<file path="config.mk">
export PLATFORM = sky130hd
export DESIGN_NAME = alo_core
export DESIGN_NICKNAME = d
export VERILOG_FILES = /design/src/rtl/alo_pkg.sv /design/src/rtl/alo_mem_if.sv /design/src/rtl/alo_file_mem.sv /design/src/rtl/alo_core.sv
export SDC_FILE = /design/constraint.sdc
export NUM_CORES = 1
export LEC_CHECK = 0
export ABC_AREA = 1
export ABC_CLOCK_PERIOD_IN_PS = 18800
export BUFFER_PORTS_ARGS = -buffer_cell sky130_fd_sc_hd__buf_2
export CAP_MARGIN = 20
export CORE_UTILIZATION = 25
export DETAILED_ROUTE_END_ITERATION = 8
export PLACE_DENSITY = 0.48
export SLEW_MARGIN = 20
export SYNTH_ARGS = -nofsm -noshare
export SYNTH_HDL_FRONTEND = slang
export SYNTH_SLANG_ARGS = --single-unit
</file>
<file path="constraint.sdc">
create_clock -name clk -period 18.8 [get_ports clk]
set_clock_uncertainty 0.05 [all_clocks]
set_input_delay 0 -clock clk [delete_from_list [all_inputs] [get_ports clk]]
set_output_delay 0 -clock clk [all_outputs]
set_load 0.02 [all_outputs]
</file>
<file path="src/rtl/alo_pkg.sv">
// Package for the accumulator add and logic datapath: offsets, field layout, opcodes, types.
// Assumes a 32-bit APB slave with 12-bit byte addresses in front of the datapath.
package alo_pkg;

  // Widths of the datapath
  localparam int unsigned ALO_DW = 8;
  localparam int unsigned ALO_IW = 14;
  localparam int unsigned ALO_PAW = 12;

  // Register byte offsets
  localparam logic [11:0] ALO_INSTR_OFS = 12'h000;
  localparam logic [11:0] ALO_ACC_OFS = 12'h004;
  localparam logic [11:0] ALO_FLAGS_OFS = 12'h008;
  localparam logic [11:0] ALO_STAT_OFS = 12'h00c;
  localparam logic [11:0] ALO_FADDR_OFS = 12'h010;
  localparam logic [11:0] ALO_FDATA_OFS = 12'h014;

  // Flag bit positions in the flags register
  localparam int unsigned ALO_FLG_C = 0;
  localparam int unsigned ALO_FLG_HC = 1;
  localparam int unsigned ALO_FLG_Z = 2;

  // Status register bit positions
  localparam int unsigned ALO_STAT_ILL = 0;
  localparam int unsigned ALO_STAT_DST = 1;

  // Instruction fields
  localparam int unsigned ALO_DEST_BIT = 7;

  // Opcode patterns (upper bits of the 14-bit word)
  localparam logic [4:0] ALO_SUM_LIT_OPC = 5'h1f;
  localparam logic [5:0] ALO_MASK_LIT_OPC = 6'h39;
  localparam logic [5:0] ALO_SUM_REG_OPC = 6'h07;
  localparam logic [5:0] ALO_MASK_REG_OPC = 6'h05;

  // Values after reset
  localparam logic [7:0] ALO_ACC_RST = 8'h00;
  localparam logic [2:0] ALO_FLG_RST = 3'h0;
  localparam logic [13:0] ALO_INSTR_RST = 14'h0000;

  typedef enum logic [2:0] {
    OP_NONE,
    OP_SUM_LITERAL_TO_ACC,
    OP_SUM_ACC_WITH_REG,
    OP_MASK_ACC_BY_LITERAL,
    OP_MASK_ACC_WITH_REG
  } alo_op_t;

  typedef enum logic [1:0] {
    ST_IDLE,
    ST_EXEC,
    ST_FETCH,
    ST_DONE
  } alo_state_t;

  // Opcode decode; bit 8 is a don't-care for the literal add
  function automatic alo_op_t alo_decode(input logic [13:0] ins);
    alo_op_t op;
    op = OP_NONE;
    if (ins[13:9] == ALO_SUM_LIT_OPC) op = OP_SUM_LITERAL_TO_ACC;
    else if (ins[13:8] == ALO_MASK_LIT_OPC) op = OP_MASK_ACC_BY_LITERAL;
    else if (ins[13:8] == ALO_SUM_REG_OPC) op = OP_SUM_ACC_WITH_REG;
    else if (ins[13:8] == ALO_MASK_REG_OPC) op = OP_MASK_ACC_WITH_REG;
    return op;
  endfunction

endpackage

</file>
<file path="src/rtl/alo_mem_if.sv">
// Interface between the datapath core and its file-register store.
// Assumes both ends run on the one core clock.
`timescale 1ns/1ps
interface alo_mem_if #(
  parameter int unsigned AW = 7,
  parameter int unsigned DW = 8
);
  logic we;
  logic re;
  logic [AW-1:0] addr;
  logic [DW-1:0] wdata;
  logic [DW-1:0] rdata;

  modport core (output we, output re, output addr, output wdata, input rdata);
  modport store (input we, input re, input addr, input wdata, output rdata);
endinterface

</file>
<file path="src/rtl/alo_file_mem.sv">
// File-register store: single port, registered read data one cycle after re.
// Assumes the core never asks for read and write of one address in the same cycle.
`timescale 1ns/1ps
module alo_file_mem #(
  parameter int unsigned AW = 7,
  parameter int unsigned DW = 8
) (
  input wire logic clk,
  input wire logic rst,
  alo_mem_if.store m
);
  logic [DW-1:0] mem_q [0:(1<<AW)-1];
  logic [DW-1:0] rdata_q;
  logic [DW-1:0] rdata_d;

  if (AW < 1 || DW < 1) begin : g_chk
    $error("alo_file_mem: AW and DW must be at least 1");
  end

  // Read data capture; held when no read is asked
  always_comb begin
    rdata_d = m.re ? mem_q[m.addr] : rdata_q;
  end

  // Storage has no reset, read register has
  always_ff @(posedge clk) begin
    if (m.we) begin
      mem_q[m.addr] <= m.wdata;
    end
    if (rst) begin
      rdata_q <= '0;
    end else begin
      rdata_q <= rdata_d;
    end
  end

  assign m.rdata = rdata_q;
endmodule // alo_file_mem

</file>
<file path="src/rtl/alo_core.sv">
// Accumulator add/AND datapath with its file registers, reached over APB.
// Assumes an APB master on clk; one instruction word is issued per write.
//
// Design decisions made here: register access over APB and the placing of the registers.
`timescale 1ns/1ps
module alo_core #(
  parameter int unsigned AW = 7
) (
  input wire logic clk,
  input wire logic rst,
  input wire logic psel,
  input wire logic penable,
  input wire logic pwrite,
  input wire logic [alo_pkg::ALO_PAW-1:0] paddr,
  input wire logic [31:0] pwdata,
  input wire logic [3:0] pstrb,
  output logic pready,
  output logic [31:0] prdata,
  output logic pslverr,
  output logic [7:0] acc_val,
  output logic [2:0] flags_val
);
  import alo_pkg::*;

  if (AW < 1 || AW > 7) begin : g_chk
    $error("alo_core: AW must be 1..7, the register field is 7 bits");
  end

  alo_state_t st_q, st_d;
  logic [7:0] acc_q, acc_d;
  logic [2:0] flg_q, flg_d;
  logic [13:0] ins_q, ins_d;
  logic [AW-1:0] fad_q, fad_d;
  logic ill_q, ill_d;
  logic dst_q, dst_d;
  logic rdy_q, rdy_d;
  logic [31:0] rdat_q, rdat_d;
  logic err_q, err_d;

  logic mem_we_c;
  logic mem_re_c;
  logic [AW-1:0] mem_addr_c;
  logic [7:0] mem_wdata_c;
  logic [7:0] mem_rdata;

  logic acc_req;
  logic wr_lane0;
  logic wr_lane01;
  alo_op_t cur_op;
  logic [7:0] opnd;
  logic [8:0] sum9;
  logic [4:0] hsum5;
  logic [7:0] res_c;
  logic [2:0] nflg_c;

  alo_mem_if #(.AW(AW), .DW(8)) mem_bus ();

  alo_file_mem #(.AW(AW), .DW(8)) u_mem (
    .clk(clk),
    .rst(rst),
    .m(mem_bus.store)
  );

  // Memory port wiring
  assign mem_bus.we = mem_we_c;
  assign mem_bus.re = mem_re_c;
  assign mem_bus.addr = mem_addr_c;
  assign mem_bus.wdata = mem_wdata_c;
  assign mem_rdata = mem_bus.rdata;

  // Access decode; only the idle state takes a new access
  assign acc_req = psel && penable && (st_q == ST_IDLE);
  assign wr_lane0 = pstrb[0];
  assign wr_lane01 = pstrb[0] && pstrb[1];

  // Operand and opcode come from the bus when idle; when executing, opcode from the latched word, operand from the store read data
  always_comb begin
    if (st_q == ST_EXEC) begin
      cur_op = alo_decode(ins_q);
      opnd = mem_rdata;
    end else begin
      cur_op = alo_decode(pwdata[13:0]);
      opnd = pwdata[7:0];
    end
  end

  // Shared adder and mask; flags follow the op class
  always_comb begin
    sum9 = {1'b0, acc_q} + {1'b0, opnd};
    hsum5 = {1'b0, acc_q[3:0]} + {1'b0, opnd[3:0]};
    res_c = 8'h00;
    nflg_c = flg_q;
    case (cur_op)
      OP_SUM_LITERAL_TO_ACC, OP_SUM_ACC_WITH_REG: begin
        res_c = sum9[7:0];
        nflg_c[ALO_FLG_C] = sum9[8];
        nflg_c[ALO_FLG_HC] = hsum5[4];
        nflg_c[ALO_FLG_Z] = (sum9[7:0] == 8'h00);
      end
      OP_MASK_ACC_BY_LITERAL, OP_MASK_ACC_WITH_REG: begin
        res_c = acc_q & opnd;
        nflg_c[ALO_FLG_Z] = ((acc_q & opnd) == 8'h00);
      end
      default: begin
        res_c = 8'h00;
      end
    endcase
  end

  // Sequencer: literal ops finish at once, file ops read the store first
  always_comb begin
    st_d = st_q;
    acc_d = acc_q;
    flg_d = flg_q;
    ins_d = ins_q;
    fad_d = fad_q;
    ill_d = ill_q;
    dst_d = dst_q;
    rdy_d = 1'b0;
    rdat_d = rdat_q;
    err_d = 1'b0;
    mem_we_c = 1'b0;
    mem_re_c = 1'b0;
    mem_addr_c = fad_q;
    mem_wdata_c = pwdata[7:0];
    case (st_q)
      ST_IDLE: begin
        if (acc_req) begin
          st_d = ST_DONE;
          rdy_d = 1'b1;
          rdat_d = 32'h0000_0000;
          case (paddr)
            ALO_INSTR_OFS: begin
              if (!pwrite) begin
                rdat_d = {18'h0_0000, ins_q};
              end else if (!wr_lane01) begin
                err_d = 1'b1; // Partial instruction word is refused
              end else begin
                ins_d = pwdata[13:0];
                case (cur_op)
                  OP_SUM_LITERAL_TO_ACC, OP_MASK_ACC_BY_LITERAL: begin
                    acc_d = res_c;
                    flg_d = nflg_c;
                    dst_d = 1'b0;
                  end
                  OP_SUM_ACC_WITH_REG, OP_MASK_ACC_WITH_REG: begin
                    mem_re_c = 1'b1;
                    mem_addr_c = pwdata[AW-1:0];
                    st_d = ST_EXEC;
                    rdy_d = 1'b0;
                  end
                  default: begin
                    ill_d = 1'b1; // Unknown word: only the latched instruction word and the sticky flag change
                  end
                endcase
              end
            end
            ALO_ACC_OFS: begin
              if (pwrite && wr_lane0) acc_d = pwdata[7:0];
              rdat_d = {24'h00_0000, acc_q};
            end
            ALO_FLAGS_OFS: begin
              if (pwrite && wr_lane0) flg_d = pwdata[2:0];
              rdat_d = {29'h0000_0000, flg_q};
            end
            ALO_STAT_OFS: begin
              // Write one clears the illegal flag
              if (pwrite && wr_lane0 && pwdata[ALO_STAT_ILL]) ill_d = 1'b0;
              rdat_d = {30'h0000_0000, dst_q, ill_q};
            end
            ALO_FADDR_OFS: begin
              if (pwrite && wr_lane0) fad_d = pwdata[AW-1:0];
              rdat_d = 32'(fad_q);
            end
            ALO_FDATA_OFS: begin
              if (pwrite) begin
                mem_we_c = wr_lane0;
              end else begin
                mem_re_c = 1'b1;
                st_d = ST_FETCH;
                rdy_d = 1'b0;
              end
            end
            default: begin
              err_d = 1'b1; // Unmapped address
            end
          endcase
        end
      end
      ST_EXEC: begin
        mem_addr_c = ins_q[AW-1:0];
        mem_wdata_c = res_c;
        flg_d = nflg_c;
        dst_d = ins_q[ALO_DEST_BIT];
        if (ins_q[ALO_DEST_BIT]) begin
          mem_we_c = 1'b1;
        end else begin
          acc_d = res_c;
        end
        st_d = ST_DONE;
        rdy_d = 1'b1;
        rdat_d = 32'h0000_0000;
      end
      ST_FETCH: begin
        rdat_d = {24'h00_0000, mem_rdata};
        st_d = ST_DONE;
        rdy_d = 1'b1;
      end
      ST_DONE: begin
        st_d = ST_IDLE; // Master sees pready here and closes the access
      end
      default: begin
        st_d = ST_IDLE;
      end
    endcase
  end

  // State registers
  always_ff @(posedge clk) begin
    if (rst) begin
      st_q <= ST_IDLE;
      acc_q <= ALO_ACC_RST;
      flg_q <= ALO_FLG_RST;
      ins_q <= ALO_INSTR_RST;
      fad_q <= '0;
      ill_q <= 1'b0;
      dst_q <= 1'b0;
      rdy_q <= 1'b0;
      rdat_q <= 32'h0000_0000;
      err_q <= 1'b0;
    end else begin
      st_q <= st_d;
      acc_q <= acc_d;
      flg_q <= flg_d;
      ins_q <= ins_d;
      fad_q <= fad_d;
      ill_q <= ill_d;
      dst_q <= dst_d;
      rdy_q <= rdy_d;
      rdat_q <= rdat_d;
      err_q <= err_d;
    end
  end

  assign pready = rdy_q;
  assign prdata = rdat_q;
  assign pslverr = err_q;
  assign acc_val = acc_q;
  assign flags_val = flg_q;

  logic lit_go;
  alo_op_t ex_op;
  assign lit_go = acc_req && pwrite && (paddr == ALO_INSTR_OFS) && wr_lane01;
  assign ex_op = alo_decode(ins_q);
endmodule // alo_core

</file>
==> results of run 1 <==
-- Yosys cell counts, types with 3 or more instances --
library cell	n
clkbuf_1	84
o21ai_1	32
nor2_1	200
inv_2	4
nor3_2	7
xor2_1	4
dfxtp_1	60
nand2_1	2712
o21ai_0	103
a211oi_1	3
nand2_2	3
buf_4	24
nand4_1	7
o221ai_1	7
o22ai_1	11
buf_2	152
a21oi_1	77
nand3_1	244
buf_6	3
nor3_1	6
ha_1	13
a22oi_1	7
or2_0	4
inv_1	121
edfxtp_1	1024
buf_1	18
-- final cells by class --
cell class / instances / share of cell area [%]
inverters: 128 / 0.896
clock buffers: 151 / 5.69
repair buffers: 181 / 2.61
well taps: 2511 / 5.71
clock inverters: 70 / 1.00
multi-input cells: 3490 / 26.0
flip-flops and latches: 1084 / 58.1
-- power by group through the flow --
stage | Combinational, mW | Sequential, mW | Clock (mW)
global placement | 0.475 | 2.79 | 0
detailed placement | 0.479 | 2.79 | 0
finish | 0.484 | 2.73 | 2.23
global route | 0.529 | 2.73 | 2.37
floorplan | 0.250 | 2.83 | 0
CTS | 0.489 | 2.73 | 2.29
-- worst max-delay path: stages --
cell and delay [ns]:
dlygate4sd3_1 0.53, buf_2 0.13, nor2_1 0.13, dlygate4sd3_1 0.57
nand2_1 0.05, dlygate4sd3_1 0.55, nor2_1 0.24, nand2_2 0.18
nor3_4 0.19, dlygate4sd3_1 0.58, buf_4 0.29, nand3_1 0.18
nand3_4 0.53, nand2_8 0.40, buf_4 0.47, buf_4 0.38
buf_4 0.49, nor3_2 0.29, nand2_1 0.48, buf_4 0.44
nor2_1 0.69
-- how the worst min path moves through the flow --
stage          cells after the start  slack (ns)                     end
4_1_cts                            7        0.03  prdata[4]$_SDFFE_PP0P_
3_5_place_dp                       3        0.24  ins_q[12]$_SDFFE_PP0P_
6_report                           7        0.11  prdata[4]$_SDFFE_PP0P_
5_1_grt                            7        0.13  prdata[6]$_SDFFE_PP0P_
3_3_place_gp                       3        0.24  ins_q[13]$_SDFFE_PP0P_
2_1_floorplan                      2        0.08  ins_q[13]$_SDFFE_PP0P_
-- metal layers --
layer / global-route usage (%) / part of all wire [%] / vias up
li1: - / - / 16400
met1: 19.6 / 47 / 16200
met2: 23.1 / 47 / 815
met5: 0 / 0 / -
met3: 1.78 / 4.8 / 165
met4: 4.04 / 2.2 / 0
-- stage by stage --
stage          hold WS (ns)  util (%)  area [sq um]
2_1_floorplan        0.0849         -         47900
3_3_place_gp          0.240      26.6         50600
3_5_place_dp          0.238      26.7         50700
4_1_cts              0.0309      28.9         55000
5_1_grt               0.129      28.9         55000
6_report              0.112      28.9         55000
-- what timing repair did --
| action | CTS | global route |
|---|---|---|
| endpoints found under the hold margin | 51 | 0 |
| setup buffers | 0 | 0 |
| hold buffers | 63 | 0 |
-- flip-flops by register name, summed over array words and instances, names as in the netlist --
name	cells
pready	1
flags_val	3
acc_val	8
dst_q	1
ins_q	14
prdata	14
u_mem.m.rdata	8
ill_q	1
u_mem.mem_q	1024
pslverr	1
fad_q	7
st_q	2
-- kinds of logic after synthesis --
kind of cell / count (synthesis) / synth area share [%]
and+or+nand+nor: 3197 / 26.0
DFF: 1084 / 66.7
buffers and inverters: 409 / 3.84
AOI/OAI and AO/OA: 255 / 2.91
adders and majority gates: 14 / 0.381
xor gates and xnor gates: 6 / 0.110
other: 1 / 0.00783
==> summary.md, run 1 <==
| Metric | Value |
|---|---|
| First-pass GRT wire length | around 210000 um |
| Syn Std Cell Area | approximately 48000 sq um |
| Core area | approximately 190000 sq um |
| Final setup margin | 11.12 ns |
| Switching share of power | between 20% and 30% |
| Reg2reg start | st_q[0]$_SDFFE_PP0N_ |
| Sw power | ~1.4 mW |
| Area of the multi-input gates | about 14000 sq um |
| Status | complete, no violations |
| Critical Path Source | paddr[7] |
| Largest net degree at the start of global routing | approximately 160 |
| Mapped Cells | 4966 |
| CP Max Fanout | between 70 and 80 |
| Reg2reg end | u_mem.mem_q[126][5]$_DFFE_PP_ |
| Maximum VDD drop | 71.4 uV |
| Number of setup violations in the final report | 0 |
| Reg2reg setup slack | between 10 and 15 ns |
| Via count | 33600 |
| H-tree Lvls | 3 |
| Total Power | 5.45 mW |
| Port Buffer Count | 59 |
| Root Driver | clkbuf_16 |
| Number of vias per cell | about 4.4 |
| Drt drc | 0 |
| Ys async rst share | 0% |
| Cell row count | 160 |
| Post-route ant nets | 0 |
| Comb pwr share | 8.9% |
| Leakage | between 20 and 25 nW |
| Post-detail-place hpwl | just under 80000 um |
| Slew of the pin with the lowest slew margin | between 1 and 1.5 ns |
| Tot GR Track Use | about 14% |
| CTS tree | built |
| Number of synthesized flops with an enable pin | around 1000 |
| Synth Area per Inst | 9.64 sq um |
| Worst hold path class | in -> reg |
| Worst-Skew Late Latency | 0.77 ns |
| Final period util | between 40 and 50% |
| Final WL | between 100000 and 150000 um |
| Worst setup path end | u_mem.mem_q[126][5]$_DFFE_PP_ |
| Clock Tree Buf Depth | 3 |
| Post-Layout Cell Count | about 7600 |
| Seq cells post-synth | around 1100 |
| Power per cell area | between 90 and 100 nW/um^2 |
| Most common cell after layout, fill and taps aside | nand2_1 |
| Total CTS buffers | 117 |
| Pins over their slew limit | 0 |
| Fin. Hold Viols | 0 |
| Initial Util | 25.2% |
| Die width | 440 um |
| Critical path type | in -> reg |
| Clock network fraction of total power | between 40% and 50% |
| Reg area | 32000 sq um |
| Internal power | 4.08 mW |
| Routability Congestion | roughly 0.84 |
| Post-synthesis sequential area ratio | 66.7% |
| Die area | a little under 200000 sq um |
| Grt total ovfl | 0 |
| CTS clk-pin slew, worst paths | roughly 0.060 ns |
| Ranking of synthesized cells by area | edfxtp_1 64%, nand2_1 21%, nand3_1 2.6% |
| Max cap viols | 0 |
| Max Clk Rate | around 0.13 GHz |
| Fillers | roughly 20000 |
| Max-Slew Margin vs Limit | roughly a quarter |
| Layout Nets | just over 5000 |
| Layout area overhead | 14.8% |
| Minimum clock period | between 7 and 8 ns |
| Share of layout cells above drive strength 1 | 6.19% |
| Yosys cell types | between 50 and 60 |
| Hold path start | paddr[5] |
| Initial antenna violation count | 0 |
| Setup TNS | 0 ns |
| Setup WS pre-CTS | between 10 and 15 ns |
| Worst Path Required | 19.10 ns |
| Initial DRC count | 2714 |
| CTS sink cnt | about 1100 |
| Post-CTS Resized | 0 |
| Yosys top cell area share | ~64% |
| Synth area leader | edfxtp_1 |
| Antenna Diode Count | 0 |
| YS warnings | 0 |
| I/O pin total | between 90 and 100 |
| Crit path launch type | input port |
| Crit path DAT | 7.98 ns |
| Pre-antenna DRT Iters | 6 |
| Wire per inst | approximately 18 um |
| Dpl cells | ~7300 |
| Most frequent cells in the layout | 2710 x nand2_1, 1024 x edfxtp_1, 244 x nand3_1 |
| Worst-case reg-to-reg path depth | 18 |
| Die Height | around 440 um |
| Endpoint class of the critical path | flop |
| Seq pwr share | between 50% and 60% |
| RSZ-0062 raised after global routing | false |
| Predominant post-synthesis flop cell | edfxtp_1 |
| Vias in the first global route | 32300 |
No activity file was read; power rests on OpenSTA's default activity.
==> run 2: changes to the inputs <==
- ABC_CLOCK_PERIOD_IN_PS: 18800 -> 7900
- clock period: 18.8 -> 7.9 ns (I/O delays scaled with it)
==> run 2 against run 1 <==
Against the previous run: routed wire length grew 0.52%; count of clock-buffer cells in the layout shrank 2; final cell count grew 0.16%; combinational power grew 140%; total power grew 140%; cell area grew 0.23%; flip-flop and latch count is the same; sequential share of layout area shrank 0.13 points; non-clock buffer count grew 11; register-to-register slack lost 9.9 ns; critical endpoint is now u_mem.mem_q[77][6]$_DFFE_PP_; highest routed layer unchanged.
==> summary.md, run 2 (same netlist as run 1, synthesis figures left out) <==
| Metric | Value |
|---|---|
| Dpl cells | 7340 (+0.12%) |
| Fillers | 19800 (-0.076%) |
| Clock Tree Buf Depth | 3 (unchanged) |
| Worst-case reg-to-reg path depth | 17 (-1) |
| Worst hold path class | in -> reg |
| Fin Hold WS | 0.118 ns (+0.00611 ns) |
| Power per cell area | 234 nW/um^2 (+140%) |
| Endpoint class of the critical path | flop |
| Fin. Hold Viols | 0 (unchanged) |
| First-pass GRT wire length | 209000 um (+0.33%) |
| Hold path start | pwdata[4] |
| Core area | 190000 sq um (unchanged) |
| Total Power | 12.9 mW (+140%) |
| Crit path launch type | input port |
| Post-detail-place hpwl | 75300 um (-2.4%) |
| Share of layout cells above drive strength 1 | 6.30% (+0.10 points) |
| Critical Path Source | paddr[4] |
| Wire per inst | 18.3 um (+0.36%) |
| Routability Congestion | 0.829 (-1.7%) |
| Worst Path Required | 8.21 ns (-10.89 ns) |
| Vias in the first global route | 32100 (-0.86%) |
| Number of vias per cell | 4.41 (+0.12%) |
| Max cap viols | 0 (unchanged) |
| Max reg flops | 1024 (unchanged) |
| Layout area overhead | 15.1% |
| Total CTS buffers | 118 (+0.85%) |
| Slew of the pin with the lowest slew margin | 1.17 ns (+0.0532 ns) |
| CP Max Fanout | 106 (+47%) |
| Reg area | 32000 sq um (unchanged) |
| Worst-Skew Late Latency | 0.77 ns (about the same) |
| Die width | 440 um (unchanged) |
| Most common cell after layout, fill and taps aside | nand2_1 |
| Maximum VDD drop | 190 uV (+170%) |
| Die Height | 440 um (unchanged) |
| Initial antenna violation count | 3 (+3) |
| Top routing layer in use | met4 |
| Most frequent cells in the layout | 2711 x nand2_1, 1024 x edfxtp_1, 244 x nand3_1 |
| CTS clk-pin slew, worst paths | 0.06 ns (about the same) |
| Setup TNS | 0 ns (unchanged) |
| Met2 WL post-DR | 64500 um (-0.11%) |
| CTS sink cnt | 1084 (unchanged) |
| Reg2reg start | st_q[0]$_SDFFE_PP0N_ |
| Final period util | between 80% and 90% |
| Post-Layout Cell Count | 7627 (+0.16%) |
| Initial Util | 25.2% (unchanged) |
| Largest net degree at the start of global routing | 170 (+4.3%) |
| Final Cell Area | 55100 sq um (+0.23%) |
| Placed Area | 50800 sq um (+0.30%) |
| Crit path DAT | 6.90 ns (-1.08 ns) |
| Critical path type | in -> reg |
| Post-route ant nets | 0 (unchanged) |
| Grt total ovfl | 0 (unchanged) |
| Port Buffer Count | 59 (unchanged) |
| Final WL | 140000 um (+0.52%) |
| Leakage | 21.7 nW (+0.18%) |
| Initial DRC count | 2670 (-1.6%) |
| Post-CTS setup buffers | 0 (unchanged) |
| Pre-antenna DRT Iters | 6 (unchanged) |
| Root Driver | clkbuf_16 |
| H-tree Lvls | 3 (unchanged) |
| CTS tree | built |
| Cell row count | 160 (unchanged) |
| Status | complete, no violations |
| Minimum clock period | approximately 6.6 ns |
| Met3 WL | 6250 um (-6.0%) |
| Layout Nets | 5081 (+0.24%) |
| I/O pin total | 98 (unchanged) |
| Cells on Worst Hold Path | 4 (-3) |
| Metal1 wirelength | 65600 um (+1.6%) |
| Tot GR Track Use | 14.2% (about the same) |
| Max Clk Rate | approximately 0.15 GHz |
| Reg with most FFs | u_mem.mem_q |
| Die area | 193000 sq um (unchanged) |
| Number of setup violations in the final report | 0 (unchanged) |
| Max-Slew Margin vs Limit | 21.7% (-3.3 points) |
| Drt drc | 0 (unchanged) |
| Area of the multi-input gates | 14300 sq um (about the same) |
| RSZ-0062 raised after global routing | false |
| Via count | 33700 (+0.27%) |
| Pins over their slew limit | 0 (unchanged) |
==> run 2: cell types whose count changed in the layout (fill, tap and decap cells not counted), moves of 2 or more <==
cell,delta
clkinv_4,+4
clkbuf_8,-3
inv_6,-3
buf_12,+9
bufinv_16,-3
clkinv_2,-4
nor2_2,+2
nor2_1,-2
buf_4,+2
clkinv_1,+5
==> run 2: worst paths after layout <==
check / to / slack [ns]
max: u_mem.mem_q[77][6]$_DFFE_PP_ / 1.31
max reg2reg: u_mem.mem_q[77][6]$_DFFE_PP_ / 1.31
min: fad_q[4]$_SDFFE_PP0P_ / 0.12
min reg2reg: dst_q$_SDFFE_PP0P_ / 0.41
==> run 2: critical path, cell delays in order <==
cell and delay [ns]:
dlygate4sd3_1 0.53, buf_2 0.13, nor2_1 0.07, dlygate4sd3_1 0.56, nand2_1 0.05, dlygate4sd3_1 0.56
nor2_1 0.25, nand2_2 0.17, nor3_4 0.14, dlygate4sd3_1 0.56, buf_4 0.30, nand2_2 0.22
nand2_1 0.15, nand3_4 0.26, nand2_8 0.50, inv_8 0.39, nor3_2 0.32, nand2_1 0.44
buf_4 0.44, nor2_1 0.66
==> run 2: layout make-up <==
class	count	share of cell area, %
Sequential cell	1084	58.0
Timing Repair Buffer	192	2.95
Clock buffer	149	5.61
Tap cell	2511	5.70
Multi-Input combinational cell	3490	25.9
Antenna cell	1	0.00454
Inverter	128	0.894
Clock inverter	72	0.940
==> run 2: metrics by stage <==
step,utilization (%),setup slack [ns]
finish,29.0,1.31
global route,29.0,0.936
global placement,26.7,1.87
CTS,29.0,1.31
detailed placement,26.7,1.76
floorplan,-,0.610
==> run 2: power breakdown <==
group          internal (mW)  switching [mW]  total [mW]
Sequential              6.49          0.0120        6.51
Combinational          0.238           0.939        1.18
Clock                   2.87            2.36        5.22
Total                   9.60            3.31        12.9
==> run 2: layer usage <==
| layer | global-route usage [%] | up-vias |
|---|---|---|
| li1 | - | 16400 |
| met1 | 20.0 | 16300 |
| met2 | 22.8 | 807 |
| met3 | 1.65 | 174 |
| met4 | 4.11 | 0 |
| met5 | 0 | - |
==> run 2: repair_timing <==
| item | 4_1_cts | 5_1_grt |
|---|---|---|
| gates resized for setup | 0 | 0 |
| hold buffers | 64 | 0 |
| endpoints found under the hold margin | 73 | 0 |
